### src/logic/ffm_pkg.sv
// Operation
// - Host writes never alter the source register.
// - Event-active bit sets when combination is true.
// - Latch mode holds the triggering event's flags.
// - Interrupt is event-active qualified by enable and route.
// - Per-axis event flags, zero when axis disabled.
// - Per-axis polarity, negative g reads one.
// - Clear mode zeroes counter when condition drops.
// - Decrement mode counts down to zero, one step.
// - Clear mode acts alike for both threshold kinds.
// - Common threshold: seven bits, 63 mg steps.
// - Per-axis enable low selects the common threshold.
// - Per-axis enable high selects 13-bit axis thresholds.
// - Axis thresholds share the sample data scaling.
// - Threshold bit placement in high/low registers, reset zero.
// - Motion ORs enabled axes, freefall ANDs them.
// - Latched flags clear when the source is read.
// - Absolute sample values meet the thresholds.
// - Event at debounce target, counter never counts up beyond it.
`default_nettype none

package ffm_pkg;
    localparam int SAMPLE_W = 14;
    localparam int THR_W    = 13;
    localparam int CMP_W    = 16;
    localparam int CNT_W    = 8;
    localparam int AXES     = 3;

    localparam logic [7:0] ADDR_CFG   = 8'h15;
    localparam logic [7:0] ADDR_SRC   = 8'h16;
    localparam logic [7:0] ADDR_THS   = 8'h17;
    localparam logic [7:0] ADDR_COUNT = 8'h18;
    localparam logic [7:0] ADDR_X_HI  = 8'h73;
    localparam logic [7:0] ADDR_X_LO  = 8'h74;
    localparam logic [7:0] ADDR_Y_HI  = 8'h75;
    localparam logic [7:0] ADDR_Y_LO  = 8'h76;
    localparam logic [7:0] ADDR_Z_HI  = 8'h77;
    localparam logic [7:0] ADDR_Z_LO  = 8'h78;

    localparam logic [7:0] RST_BYTE   = 8'h00;
    localparam logic [7:0] CFG_WMASK  = 8'hf8;
    localparam logic [7:0] LO_WMASK   = 8'hfc;
    localparam logic [7:0] Z_HI_WMASK = 8'h7f;
    localparam logic [CNT_W-1:0] CNT_STEP = 8'h01;

    localparam int CFG_LATCH  = 7;
    localparam int CFG_MOTION = 6;
    localparam int CFG_ZEN    = 5;
    localparam int CFG_YEN    = 4;
    localparam int CFG_XEN    = 3;
    localparam int SRC_EA     = 7;
    localparam int THS_DBCLR  = 7;
    localparam int HI_FLAG    = 7;
    localparam int HI_FIELD   = 6;
    localparam int LO_FIELD   = 2;
    localparam int LO_TOP     = 7;
    localparam int COMMON_TOP = 6;

    // Common threshold weight in sample counts at the 2 g range.
    localparam int COMMON_MG_PER_LSB = 63;
    localparam int COUNTS_PER_G_2G   = 4096;
    localparam int MG_PER_G          = 1000;
    localparam logic [CMP_W-1:0] COMMON_STEP_2G =
        CMP_W'(COMMON_MG_PER_LSB * COUNTS_PER_G_2G / MG_PER_G);

    function automatic logic [CMP_W-1:0] join_thr(input logic [7:0] hi, input logic [7:0] lo);
        return {{(CMP_W-THR_W){1'b0}}, hi[HI_FIELD:0], lo[LO_TOP:LO_FIELD]};
    endfunction

    // Each range step doubles the sample weight, so the fixed mg step shifts right.
    function automatic logic [CMP_W-1:0] scale_common(input logic [6:0] ths,
                                                      input logic [1:0] fs);
        logic [CMP_W-1:0] prod;
        prod = CMP_W'(ths) * COMMON_STEP_2G;
        return prod >> fs;
    endfunction

    function automatic logic [CMP_W-1:0] abs_mag(input logic [SAMPLE_W-1:0] s);
        logic signed [CMP_W-1:0] ext;
        ext = CMP_W'(signed'(s));
        return ext[CMP_W-1] ? CMP_W'(-ext) : CMP_W'(ext);
    endfunction
endpackage

`default_nettype wire

### src/logic/ffm_axis_cmp.sv
`default_nettype none

module ffm_axis_cmp (
    input  wire logic [ffm_pkg::SAMPLE_W-1:0] sample,
    input  wire logic [ffm_pkg::CMP_W-1:0]    thresh,
    input  wire logic                         motion_mode,
    input  wire logic                         axis_en,
    output logic                              hit,
    output logic                              negative
);
    logic [ffm_pkg::CMP_W-1:0] magnitude;

    always_comb
    begin
        magnitude = ffm_pkg::abs_mag(sample);
        hit       = axis_en & (motion_mode ? (magnitude > thresh)
                                           : (magnitude < thresh));
        negative  = axis_en & sample[ffm_pkg::SAMPLE_W-1];
    end
endmodule // ffm_axis_cmp

`default_nettype wire

### src/logic/ffm_debounce.sv
`default_nettype none

module ffm_debounce (
    input  wire logic                      sys_clk,
    input  wire logic                      srst,
    input  wire logic                      sample_valid,
    input  wire logic                      cond,
    input  wire logic                      clear_mode,
    input  wire logic [ffm_pkg::CNT_W-1:0] target,
    output logic [ffm_pkg::CNT_W-1:0]      count_val,
    output logic                           reached
);
    logic [ffm_pkg::CNT_W-1:0] cnt_q;
    logic [ffm_pkg::CNT_W-1:0] cnt_d;

    // On a true sample, a target lowered below the count pulls the count down to it.
    always_comb
    begin
        cnt_d = cnt_q;
        if (sample_valid)
        begin
            if (cond)
                cnt_d = (cnt_q < target) ? cnt_q + ffm_pkg::CNT_STEP : target;
            else if (clear_mode)
                cnt_d = '0;
            else if (cnt_q != '0)
                cnt_d = cnt_q - ffm_pkg::CNT_STEP;
        end
        reached = sample_valid & cond & (cnt_d == target);
    end

    always_ff @(posedge sys_clk)
    begin
        if (srst)
            cnt_q <= '0;
        else
            cnt_q <= cnt_d;
    end

    assign count_val = cnt_q;
endmodule // ffm_debounce

`default_nettype wire

### src/logic/ffm_detector.sv
`default_nettype none

module ffm_detector (
    input  wire logic                         sys_clk,
    input  wire logic                         srst,
    input  wire logic                         sample_valid,
    input  wire logic [ffm_pkg::SAMPLE_W-1:0] x_sample,
    input  wire logic [ffm_pkg::SAMPLE_W-1:0] y_sample,
    input  wire logic [ffm_pkg::SAMPLE_W-1:0] z_sample,
    input  wire logic [1:0]                   full_scale_select,
    input  wire logic [7:0]                   reg_addr,
    input  wire logic                         reg_wr,
    input  wire logic                         reg_rd,
    input  wire logic [7:0]                   reg_wdata,
    output logic [7:0]                        reg_rdata,
    input  wire logic                         ffmt_int_enable,
    input  wire logic                         ffmt_int_route,
    output logic                              int1_ffmt,
    output logic                              int2_ffmt,
    output logic                              event_active_flag,
    output logic                              trans_ths_share
);
    logic [7:0] cfg_q;
    logic [7:0] cfg_d;
    logic [7:0] ths_q;
    logic [7:0] ths_d;
    logic [7:0] count_q;
    logic [7:0] count_d;
    logic [7:0] x_hi_q;
    logic [7:0] x_hi_d;
    logic [7:0] x_lo_q;
    logic [7:0] x_lo_d;
    logic [7:0] y_hi_q;
    logic [7:0] y_hi_d;
    logic [7:0] y_lo_q;
    logic [7:0] y_lo_d;
    logic [7:0] z_hi_q;
    logic [7:0] z_hi_d;
    logic [7:0] z_lo_q;
    logic [7:0] z_lo_d;
    logic [7:0] src_q;
    logic [7:0] src_d;
    logic [7:0] rdata_q;
    logic [7:0] rdata_d;

    logic [ffm_pkg::SAMPLE_W-1:0] samples [ffm_pkg::AXES];
    logic [ffm_pkg::CMP_W-1:0]    thr     [ffm_pkg::AXES];
    logic [ffm_pkg::AXES-1:0]     axis_en;
    logic [ffm_pkg::AXES-1:0]     hit;
    logic [ffm_pkg::AXES-1:0]     neg;
    logic                         per_axis;
    logic                         motion;
    logic                         latch;
    logic                         cond;
    logic                         db_hit;
    logic                         rd_src;
    logic [7:0]                   live;
    logic [7:0]                   src_view;
    logic [7:0]                   view_mask;

    assign per_axis = x_hi_q[ffm_pkg::HI_FLAG];
    assign motion   = cfg_q[ffm_pkg::CFG_MOTION];
    assign latch    = cfg_q[ffm_pkg::CFG_LATCH];
    assign axis_en  = {cfg_q[ffm_pkg::CFG_ZEN], cfg_q[ffm_pkg::CFG_YEN], cfg_q[ffm_pkg::CFG_XEN]};
    assign rd_src   = reg_rd && (reg_addr == ffm_pkg::ADDR_SRC);

    assign samples[0] = x_sample;
    assign samples[1] = y_sample;
    assign samples[2] = z_sample;

    // Axis thresholds already sit in sample counts; only the common one is rescaled.
    always_comb
    begin
        if (per_axis)
        begin
            thr[0] = ffm_pkg::join_thr(x_hi_q, x_lo_q);
            thr[1] = ffm_pkg::join_thr(y_hi_q, y_lo_q);
            thr[2] = ffm_pkg::join_thr(z_hi_q, z_lo_q);
        end
        else
        begin
            thr[0] = ffm_pkg::scale_common(ths_q[ffm_pkg::COMMON_TOP:0],
                                           full_scale_select);
            thr[1] = thr[0];
            thr[2] = thr[0];
        end
    end

    for (genvar a = 0; a < ffm_pkg::AXES; a++)
    begin : g_axis
        ffm_axis_cmp u_cmp (
            .sample      (samples[a]),
            .thresh      (thr[a]),
            .motion_mode (motion),
            .axis_en     (axis_en[a]),
            .hit         (hit[a]),
            .negative    (neg[a])
        );
    end

    // Freefall with no axis enabled never fires, rather than firing on an empty AND.
    assign cond = motion ? (|hit) : ((|axis_en) & (&(hit | ~axis_en)));

    ffm_debounce u_db (
        .sys_clk      (sys_clk),
        .srst         (srst),
        .sample_valid (sample_valid),
        .cond         (cond),
        .clear_mode   (ths_q[ffm_pkg::THS_DBCLR]),
        .target       (count_q),
        .count_val    (),
        .reached      (db_hit)
    );

    assign live = {db_hit, 1'b0, hit[2], neg[2], hit[1], neg[1], hit[0], neg[0]};

    // Configuration registers; the source address is not decoded for writes.
    always_comb
    begin
        cfg_d   = cfg_q;
        ths_d   = ths_q;
        count_d = count_q;
        x_hi_d  = x_hi_q;
        x_lo_d  = x_lo_q;
        y_hi_d  = y_hi_q;
        y_lo_d  = y_lo_q;
        z_hi_d  = z_hi_q;
        z_lo_d  = z_lo_q;
        if (reg_wr)
        begin
            unique case (reg_addr)
                ffm_pkg::ADDR_CFG:   cfg_d   = reg_wdata & ffm_pkg::CFG_WMASK;
                ffm_pkg::ADDR_THS:   ths_d   = reg_wdata;
                ffm_pkg::ADDR_COUNT: count_d = reg_wdata;
                ffm_pkg::ADDR_X_HI:  x_hi_d  = reg_wdata;
                ffm_pkg::ADDR_X_LO:  x_lo_d  = reg_wdata & ffm_pkg::LO_WMASK;
                ffm_pkg::ADDR_Y_HI:  y_hi_d  = reg_wdata;
                ffm_pkg::ADDR_Y_LO:  y_lo_d  = reg_wdata & ffm_pkg::LO_WMASK;
                ffm_pkg::ADDR_Z_HI:  z_hi_d  = reg_wdata & ffm_pkg::Z_HI_WMASK;
                ffm_pkg::ADDR_Z_LO:  z_lo_d  = reg_wdata & ffm_pkg::LO_WMASK;
                default:             cfg_d   = cfg_q;
            endcase
        end
    end

    always_ff @(posedge sys_clk)
    begin
        if (srst)
        begin
            cfg_q   <= ffm_pkg::RST_BYTE;
            ths_q   <= ffm_pkg::RST_BYTE;
            count_q <= ffm_pkg::RST_BYTE;
            x_hi_q  <= ffm_pkg::RST_BYTE;
            x_lo_q  <= ffm_pkg::RST_BYTE;
            y_hi_q  <= ffm_pkg::RST_BYTE;
            y_lo_q  <= ffm_pkg::RST_BYTE;
            z_hi_q  <= ffm_pkg::RST_BYTE;
            z_lo_q  <= ffm_pkg::RST_BYTE;
        end
        else
        begin
            cfg_q   <= cfg_d;
            ths_q   <= ths_d;
            count_q <= count_d;
            x_hi_q  <= x_hi_d;
            x_lo_q  <= x_lo_d;
            y_hi_q  <= y_hi_d;
            y_lo_q  <= y_lo_d;
            z_hi_q  <= z_hi_d;
            z_lo_q  <= z_lo_d;
        end
    end

    // Source register. In latch mode a fresh trigger in the read cycle
    // is loaded after the clear, so the event is not lost.
    always_comb
    begin
        src_d = src_q;
        if (!latch)
        begin
            if (sample_valid)
                src_d = live;
        end
        else
        begin
            if (rd_src)
                src_d = ffm_pkg::RST_BYTE;
            if (sample_valid && (!src_q[ffm_pkg::SRC_EA] || rd_src))
                src_d = live;
            else if (rd_src)
                src_d = ffm_pkg::RST_BYTE;
        end
    end

    always_ff @(posedge sys_clk)
    begin
        if (srst)
            src_q <= ffm_pkg::RST_BYTE;
        else
            src_q <= src_d;
    end

    // Disabled axes read zero even if they were captured while enabled.
    assign view_mask = {2'b10, {2{axis_en[2]}}, {2{axis_en[1]}}, {2{axis_en[0]}}};
    assign src_view  = src_q & view_mask;

    always_comb
    begin
        rdata_d = rdata_q;
        if (reg_rd)
        begin
            unique case (reg_addr)
                ffm_pkg::ADDR_CFG:   rdata_d = cfg_q;
                ffm_pkg::ADDR_SRC:   rdata_d = src_view;
                ffm_pkg::ADDR_THS:   rdata_d = ths_q;
                ffm_pkg::ADDR_COUNT: rdata_d = count_q;
                ffm_pkg::ADDR_X_HI:  rdata_d = x_hi_q;
                ffm_pkg::ADDR_X_LO:  rdata_d = x_lo_q;
                ffm_pkg::ADDR_Y_HI:  rdata_d = y_hi_q;
                ffm_pkg::ADDR_Y_LO:  rdata_d = y_lo_q;
                ffm_pkg::ADDR_Z_HI:  rdata_d = z_hi_q;
                ffm_pkg::ADDR_Z_LO:  rdata_d = z_lo_q;
                default:             rdata_d = ffm_pkg::RST_BYTE;
            endcase
        end
    end

    always_ff @(posedge sys_clk)
    begin
        if (srst)
            rdata_q <= ffm_pkg::RST_BYTE;
        else
            rdata_q <= rdata_d;
    end

    assign reg_rdata         = rdata_q;
    assign event_active_flag = src_q[ffm_pkg::SRC_EA];
    // Sharing with the transient block is stored only; keeping it apart
    // from the per-axis enable is left to software.
    assign trans_ths_share   = y_hi_q[ffm_pkg::HI_FLAG];
    assign int1_ffmt = src_q[ffm_pkg::SRC_EA] & ffmt_int_enable & ffmt_int_route;
    assign int2_ffmt = src_q[ffm_pkg::SRC_EA] & ffmt_int_enable & ~ffmt_int_route;
endmodule // ffm_detector

`default_nettype wire

### config.mk
export PLATFORM = sky130hd
export DESIGN_NAME = ffm_detector
export DESIGN_NICKNAME = d
export VERILOG_FILES = /design/src/logic/ffm_pkg.sv /design/src/logic/ffm_axis_cmp.sv /design/src/logic/ffm_debounce.sv /design/src/logic/ffm_detector.sv
export SDC_FILE = /design/constraint.sdc
export NUM_CORES = 1
export LEC_CHECK = 0
export ABC_AREA = 1
export BUFFER_PORTS_ARGS = -buffer_cell sky130_fd_sc_hd__clkbuf_2
export CAP_MARGIN = 25
export CORE_AREA = 4 4 171 173
export DETAILED_ROUTE_END_ITERATION = 16
export DIE_AREA = 0 0 175 177
export HOLD_SLACK_MARGIN = 0.02
export PLACE_DENSITY = 0.36
export SLEW_MARGIN = 20
export SYNTH_ARGS = -nofsm -noshare
export SYNTH_HDL_FRONTEND = slang
export SYNTH_SLANG_ARGS = --single-unit
### constraint.sdc
create_clock -name sys_clk -period 5.44 [get_ports sys_clk]
set_input_delay 0.544 -clock sys_clk [delete_from_list [all_inputs] [get_ports sys_clk]]
set_output_delay 0.544 -clock sys_clk [all_outputs]
set_load 0.05 [all_outputs]
Word level (Yosys, flattened, before mapping)
Cells that the tools add are included.
{ "classes": {"add_sub_neg": 5, "mul": 1, "order_cmp": 7, "n_eq_ne": 12, "n_shift": 1, "mux": 18, "bitwise": 16, "n_reduce_logical": 19} }
{ "ops": {"columns": ["op", "n"], "rows": [
  ["case mux 8 bit (10 select lines)", 1],
  ["2-to-1 mux 8 bit", 9],
  ["equality test 8 x 7 -> 1 bit (second input constant)", 6],
  ["> comparator 16 bit", 3],
  ["less-than comparator 16 bit", 3],
  ["2-to-1 mux 16 bit", 3],
  ["2-to-1 mux 48 bit", 1],
  ["negator 14 -> 16 bit", 3],
  ["equality test 8 x 5 -> 1 bit (second input constant)", 4],
  ["AND reduction 2 bit", 10],
  [">> shifter 16 x 2 -> 16 bit", 1],
  ["multiplier 7 x 8 -> 15 bit (second input constant)", 1],
  ["AND 1 bit", 12],
  ["adder 8 x 1 -> 8 bit (second input constant)", 1],
  ["AND 8 bit", 1],
  ["equality test 8 bit", 1],
  ["less-than comparator 8 bit", 1],
  ["nonzero test 8 bit", 1],
  ["subtractor 8 x 1 -> 8 bit (second input constant)", 1],
  ["OR reduction 3 bit", 2],
  ["2-to-1 mux 1 bit", 4],
  ["!= test 3 x 1 -> 1 bit (second input constant)", 1],
  ["inverter 3 bit", 1],
  ["OR 3 bit", 1],
  ["6 further kinds", 7]
]} }
{ "word_totals": {"register_bits": 86, "in_bits": 67, "out_inout_bits": 12, "wordCells": 91} }

Longest topological paths before layout
{ "depth": {"ltp_word": 16, "depth_mapped": 33, "depth_no_buf": 33} }

Cells and area by module
Synthesis repeated with hierarchy kept, for this count alone.
{ "unflattened": {"hier_cells": 1206, "area_unflattened_um2": 7759.9} }
{ "by_module_without_submodules": {"columns": ["mod", "instances", "cells_each", "area_each_um2", "seq_area_each_um2"], "rows": [
  ["ffm_detector", 1, 618, 4295.4, 1541.5],
  ["ffm_axis_cmp (g_axis[0].u_cmp ...)", 2, 127, 768.2, 0.0],
  ["ffm_debounce", 1, 204, 1167.4, 160.2],
  ["ffm_axis_cmp (g_axis[1].u_cmp)", 1, 130, 760.7, 0.0]
]} }

Least setup slack after synthesis
OpenSTA, ideal clock, no wires.
{ "synth_timing": {"kind": "input to register", "from": "in z_sample[1] in the netlist's numbering", "to": "reg src_q[7]", "setup_time_ns": 0.067, "arrival_time_ns": 3.341, "required_time_ns": 5.373, "slack_ns": 2.031, "cell_stages": 30, "n_path_buf": 0, "path_cell_list": "nor3_1 > nor3b_1 > inv_1 > nor3_1 > nand2_1 > nand2_1 > nand2_1 > xor2_1 > ha_1 > nand2_2 > clkinv_1 > nand2_1 > a21oi_1 > nor2_1 > nand2_1 > nand2_1 > nand3_2 > nand2_2 > nand3_4 > nand2_8 > nand2_2 > nand3_2 > nand2_2 > nand2_1 > nand2_1 > nor2_2 > nand2_1 > nor2_2 > nand2_1 > a21oi_2"} }
{ "synth_between": {"elab_chain_cells": 15, "word_cells_on_any_way": 19, "classes_between": "1 x add/sub; 2 x order compare; 1 x eq/ne; 8 x mux; 5 x bitwise; 2 x reduce/logical"} }
{ "synth_rtl": {"columns": ["element", "line_no", "text"], "rows": [
  ["start: declaration", "ffm_detector.sv:9", "input wire logic [ffm_pkg::SAMPLE_W-1:0] z_sample,"],
  ["negator 14 -> 16 bit", "ffm_pkg.sv:81", "return ext[CMP_W-1] ? CMP_W'(-ext) : CMP_W'(ext);"],
  ["2-to-1 mux 16 bit *", "ffm_pkg.sv:81", null],
  ["less-than comparator 16 bit or > comparator 16 bit (tied branches)", "ffm_axis_cmp.sv:17, ffm_axis_cmp.sv:16", null],
  ["2-to-1 mux 1 bit *", "ffm_axis_cmp.sv:16", "hit = axis_en & (motion_mode ? (magnitude > thresh)"],
  ["AND 1 bit *", "ffm_axis_cmp.sv:16", null],
  ["OR 3 bit", "ffm_detector.sv:102", "assign cond = motion ? (|hit) : ((|axis_en) & (&(hit | ~axis_en)));"],
  ["AND reduction 3 bit", "ffm_detector.sv:102", null],
  ["AND 1 bit", "ffm_detector.sv:102", null],
  ["2-to-1 mux 1 bit *", "ffm_detector.sv:102", null],
  ["2-to-1 mux 8 bit", "ffm_debounce.sv:22", "if (cond)"],
  ["2-to-1 mux 8 bit", "ffm_debounce.sv:20", "if (sample_valid)"],
  ["equality test 8 bit", "ffm_debounce.sv:29", "reached = sample_valid & cond & (cnt_d == target);"],
  ["AND 1 bit *", "ffm_debounce.sv:29", null],
  ["2-to-1 mux 8 bit, on equally long branches", "ffm_detector.sv:181, ffm_detector.sv:188", null],
  ["2-to-1 mux 8 bit *", "ffm_detector.sv:179", "if (!latch)"],
  ["end signal: assignment", "ffm_detector.sv:198", "src_q <= ffm_pkg::RST_BYTE;"],
  ["end signal: assignment", "ffm_detector.sv:200", "src_q <= src_d;"],
  ["end: declaration", "ffm_detector.sv:41", "logic [7:0] src_q;"]
]} }
Every way passes the cells marked *; elsewhere a longest branch is shown, timed or not. The select of a mux whose other input is x is not followed.
A chain may end at the register's enable or synchronous reset.

Worst setup path after layout
{ "layout_timing": {"from": "reg x_hi_q[7]", "to": "reg src_q[7]"} }
{ "layout_between": {"elab_chain_cells": 14, "word_cells_on_any_way": 26, "classes_between": "6 x order compare; 1 x eq/ne; 10 x mux; 7 x bitwise; 2 x reduce/logical"} }
{ "layout_rtl": {"columns": ["element", "line_no", "text"], "rows": [
  ["start: declaration", "ffm_detector.sv:29", "logic [7:0] x_hi_q;"],
  ["start signal: assignment", "ffm_detector.sv:153", "x_hi_q <= ffm_pkg::RST_BYTE;"],
  ["start signal: assignment", "ffm_detector.sv:165", "x_hi_q <= x_hi_d;"],
  ["2-to-1 mux 48 bit *", "ffm_detector.sv:74", "if (per_axis)"],
  ["less-than comparator 16 bit or > comparator 16 bit (tied branches)", "ffm_axis_cmp.sv:17, ffm_axis_cmp.sv:16", null],
  ["2-to-1 mux 1 bit", "ffm_axis_cmp.sv:16", null],
  ["AND 1 bit", "ffm_axis_cmp.sv:16", null],
  ["OR 3 bit", "ffm_detector.sv:102", null],
  ["AND reduction 3 bit", "ffm_detector.sv:102", null],
  ["AND 1 bit", "ffm_detector.sv:102", null],
  ["2-to-1 mux 1 bit *", "ffm_detector.sv:102", null],
  ["2-to-1 mux 8 bit", "ffm_debounce.sv:22", null],
  ["2-to-1 mux 8 bit", "ffm_debounce.sv:20", null],
  ["equality test 8 bit", "ffm_debounce.sv:29", null],
  ["AND 1 bit *", "ffm_debounce.sv:29", null],
  ["2-to-1 mux 8 bit, on equally long branches", "ffm_detector.sv:181, ffm_detector.sv:188", null],
  ["2-to-1 mux 8 bit *", "ffm_detector.sv:179", null]
]} }
Marked as above.

==> metrics.md <==
| Metric | Value |
|---|---|
| Critical Path Stages | `29` |
| Synthesized area per cell | `6.74 µm²` |
| Pwr Density | `217 mW/mm²` |
| Dpl ws | `1.19 ns` |
| Asr flop ratio synth | `0%` |
| Grt total ovfl | `0` |
| Post-synth top flop | `dfxtp_1` |
| Ports | `79` |
| Worst Hold Class | `reg -> reg` |
| Crit Path Max Fanout | `38` |
| Buffers and inverters on the worst path | `2` |
| CP top delay family | `simple AND/OR/NAND/NOR gates` |
| Worst r2r path cells | `29` |
| RSZ-0062 raised after global routing | `false` |
| Result of the run | `completed` |
| Clock-pin slew on the worst setup and hold paths | `0.07 ns` |
| Minimum clock period | `4.18 ns` |
| Worst path arrival time | `4.48 ns` |
| Global-route usage over all layers | `15.9%` |
| First-pass GRT wire length | `37,700 µm` |
| Post-CTS Setup Bufs | `0` |
| PnR worst setup slack | `1.26 ns` |
| CTS resizes | `0` |
| Drt pass-1 iters | `4` |
| # rows | `61` |
| CP max-delay cell | `ha_1` |
| Starting DRT DRC Count | `334` |
| Die footprint | `0.0310 mm²` |
| CP max stage delay | `0.32 ns` |
| Count leader, synth | `nand2_1` |
| Worst Tran Pin Value | `0.978 ns` |
| Root buf cell | `clkbuf_16` |
| Area Growth Syn to Fin | `15.5%` |
| Routed vias | `6,764` |
| Synth top cells by count | `nand2_1 (195), inv_1 (126), nor2_1 (106), a21oi_1 (88), dfxtp_1 (85)` |
| # DRC | `0` |
| Post-route setup TNS | `0 ns` |
| Ant. Diodes | `0` |
| Final hold violation count | `0` |
| H-tree lvl count | `3` |
| Post-synth top area cell | `dfxtp_1` |
| Core region area | `0.0276 mm²` |
| Synth top area cells | `dfxtp_1 (25%), nand2_1 (11%), ha_1 (11%), inv_1 (6.9%), a21oi_1 (6.4%)` |
| Filler cell count | `3,165` |
| Crit Path Class | `reg -> reg` |
| Largest net degree at the start of global routing | `39` |
| CTS tree | `done` |
| Gpl congestion | `0.782` |
| Num CTS Buffers | `9` |
| Netlist area before placement | `0.00683 mm²` |
| DR vias/cell | `4.65` |
| Most frequent CP cell | `nand2_1` |
| Hold path cells | `2` |
| Initial Util | `24.7%` |
| Yosys warning count | `0` |
| Yosys top cell area share | `24.9%` |
| EDFF count, synth | `0` |
| WP data required | `5.73 ns` |
| Initial antenna violation count | `0` |
| Vias in the first global route | `6,343` |
| CP startpoint kind | `register` |
| Final setup vio count | `0` |
| Max VDD drop | `141 µV` |
| Drt total wl | `24,900 µm` |
| Share of the yosys chip area belonging to registers | `24.9%` |
| CTS Buffer Depth | `2` |
| Yosys reg bits | `85` |
| Cell count after synthesis | `1,014` |
| Share of cells above drive strength 1 | `13.5%` |
| Final Cycle Share | `76.9%` |
| Clock Sinks | `85` |
| Nets@finish | `1,196` |
| HPWL Detailed | `20,100 µm` |
| CP Capture Type | `register` |
| Total power | `1.71 mW` |
| Avg WL per Cell | `17.1 µm` |
| Routed Antenna Nets | `0` |
| Max-cap violations | `0` |
| Post-cts hold buffer count | `0` |
| Clk_skew | `0.00723 ns` |
| Leakage power | `3.25 nW` |
| Count of buffers from port buffering | `78` |
| Fmax | `239 MHz` |
| Headroom to the max-slew limit | `34.8%` |
| Fin. max-slew vios | `0` |
| Die height | `177 µm` |
| Die X | `175 µm` |
| Synth unique cells | `52` |
| Worst skew pair latency | `0.36 ns` |
[metrics by stage]
| stage | hold WS (ns) | std cells | utilization [%] | area (µm²) |
|---|---|---|---|---|
| after floorplan | 0.441 | 1016 | - | 6840 |
| after global placement | 0.453 | 1437 | 27.4 | 7570 |
| after detailed placement | 0.454 | 1438 | 27.5 | 7600 |
| after CTS | 0.465 | 1454 | 28.6 | 7890 |
| after global routing | 0.483 | 1454 | 28.6 | 7890 |
| final | 0.464 | 1454 | 28.6 | 7890 |
[layout make-up]
cell class | count | area [µm²] | share of cell area [%]
flip-flops and latches | 85 | 1700 | 21.6
repair buffers | 82 | 440 | 5.58
clock inverters | 6 | 53.8 | 0.682
clock buffers | 10 | 239 | 3.03
inverters | 133 | 499 | 6.33
multi-input cells | 760 | 4480 | 56.8
well taps | 378 | 473 | 6.00
[cells by family after synthesis]
kind of cell    Yosys count  synth area share, %
flops                    85                 24.9
fa+ha+maj                58                 10.6
other cells               1               0.0549
simple gates            425                 28.5
compound gates          231                 20.8
xor+xnor                 43                 5.51
buf+inv                 171                 9.60
[power by group]
part           internal (mW)  switching (mW)  leakage [nW]
Sequential             0.630          0.0132         0.686
Combinational          0.156           0.274          2.43
Clock                  0.332           0.304         0.142
[flip-flops by register name (all words and copies together), names as in the netlist]
name / cells
x_lo_q: 6
x_hi_q: 8
cfg_q: 5
u_db.count_val: 8
y_lo_q: 6
src_q: 7
count_q: 8
z_hi_q: 7
y_hi_q: 8
reg_rdata: 8
z_lo_q: 6
ths_q: 8
[final timing paths]
check,slack [ns],endpoint,startpoint
max,1.26,src_q[7]$_SDFFE_PP0P_,x_hi_q[7]$_SDFFE_PP0P_
min,0.46,src_q[5]$_SDFFE_PP0P_,src_q[5]$_SDFFE_PP0P_
max reg2reg,1.26,src_q[7]$_SDFFE_PP0P_,x_hi_q[7]$_SDFFE_PP0P_
min reg2reg,0.46,src_q[5]$_SDFFE_PP0P_,src_q[5]$_SDFFE_PP0P_
[worst reg2reg max path, delay by kind of cell, from the launching register on]
kind | cells | cell delay, ns
AO/OA/AOI/OAI | 5 | 0.87
buffers and inverters | 2 | 0.39
flip-flops | 1 | 0.31
adder cells (fa/ha/maj) | 1 | 0.32
AND/OR/NAND/NOR | 21 | 2.25
[per-layer routing]
layer | up-vias | track usage (%) | wire length (µm)
met3 | 22 | 3.03 | 865
met1 | 3096 | 20.7 | 11600
met4 | 0 | 3.93 | 505
li1 | 3539 | - | -
met2 | 107 | 27.2 | 12000
met5 | - | 0 | 0
[layout by cell type, fill, tap and decap left out, types with 4 or more instances in the layout]
cell type  Yosys  final
nand2_2        8      8
xor2_1        36     36
o21ai_0       28     28
clkbuf_2       3     77
nand4_1       13     13
o22ai_1       22     22
nor2_1       106    106
or2_2          6      6
o211ai_1       5      5
clkbuf_16      0      9
nand3_1       55     55
dfxtp_1       85     85
nand3_2        7      7
a221oi_1       4      4
nand2_1      195    195
o21ai_1       10     10
inv_1        126    126
a21oi_1       88     88
ha_1          58     58
xnor2_1        7      7
a211oi_1      48     48
inv_2          4      4
nor3_1        16     16
Power figures use the tool's default switching activity.
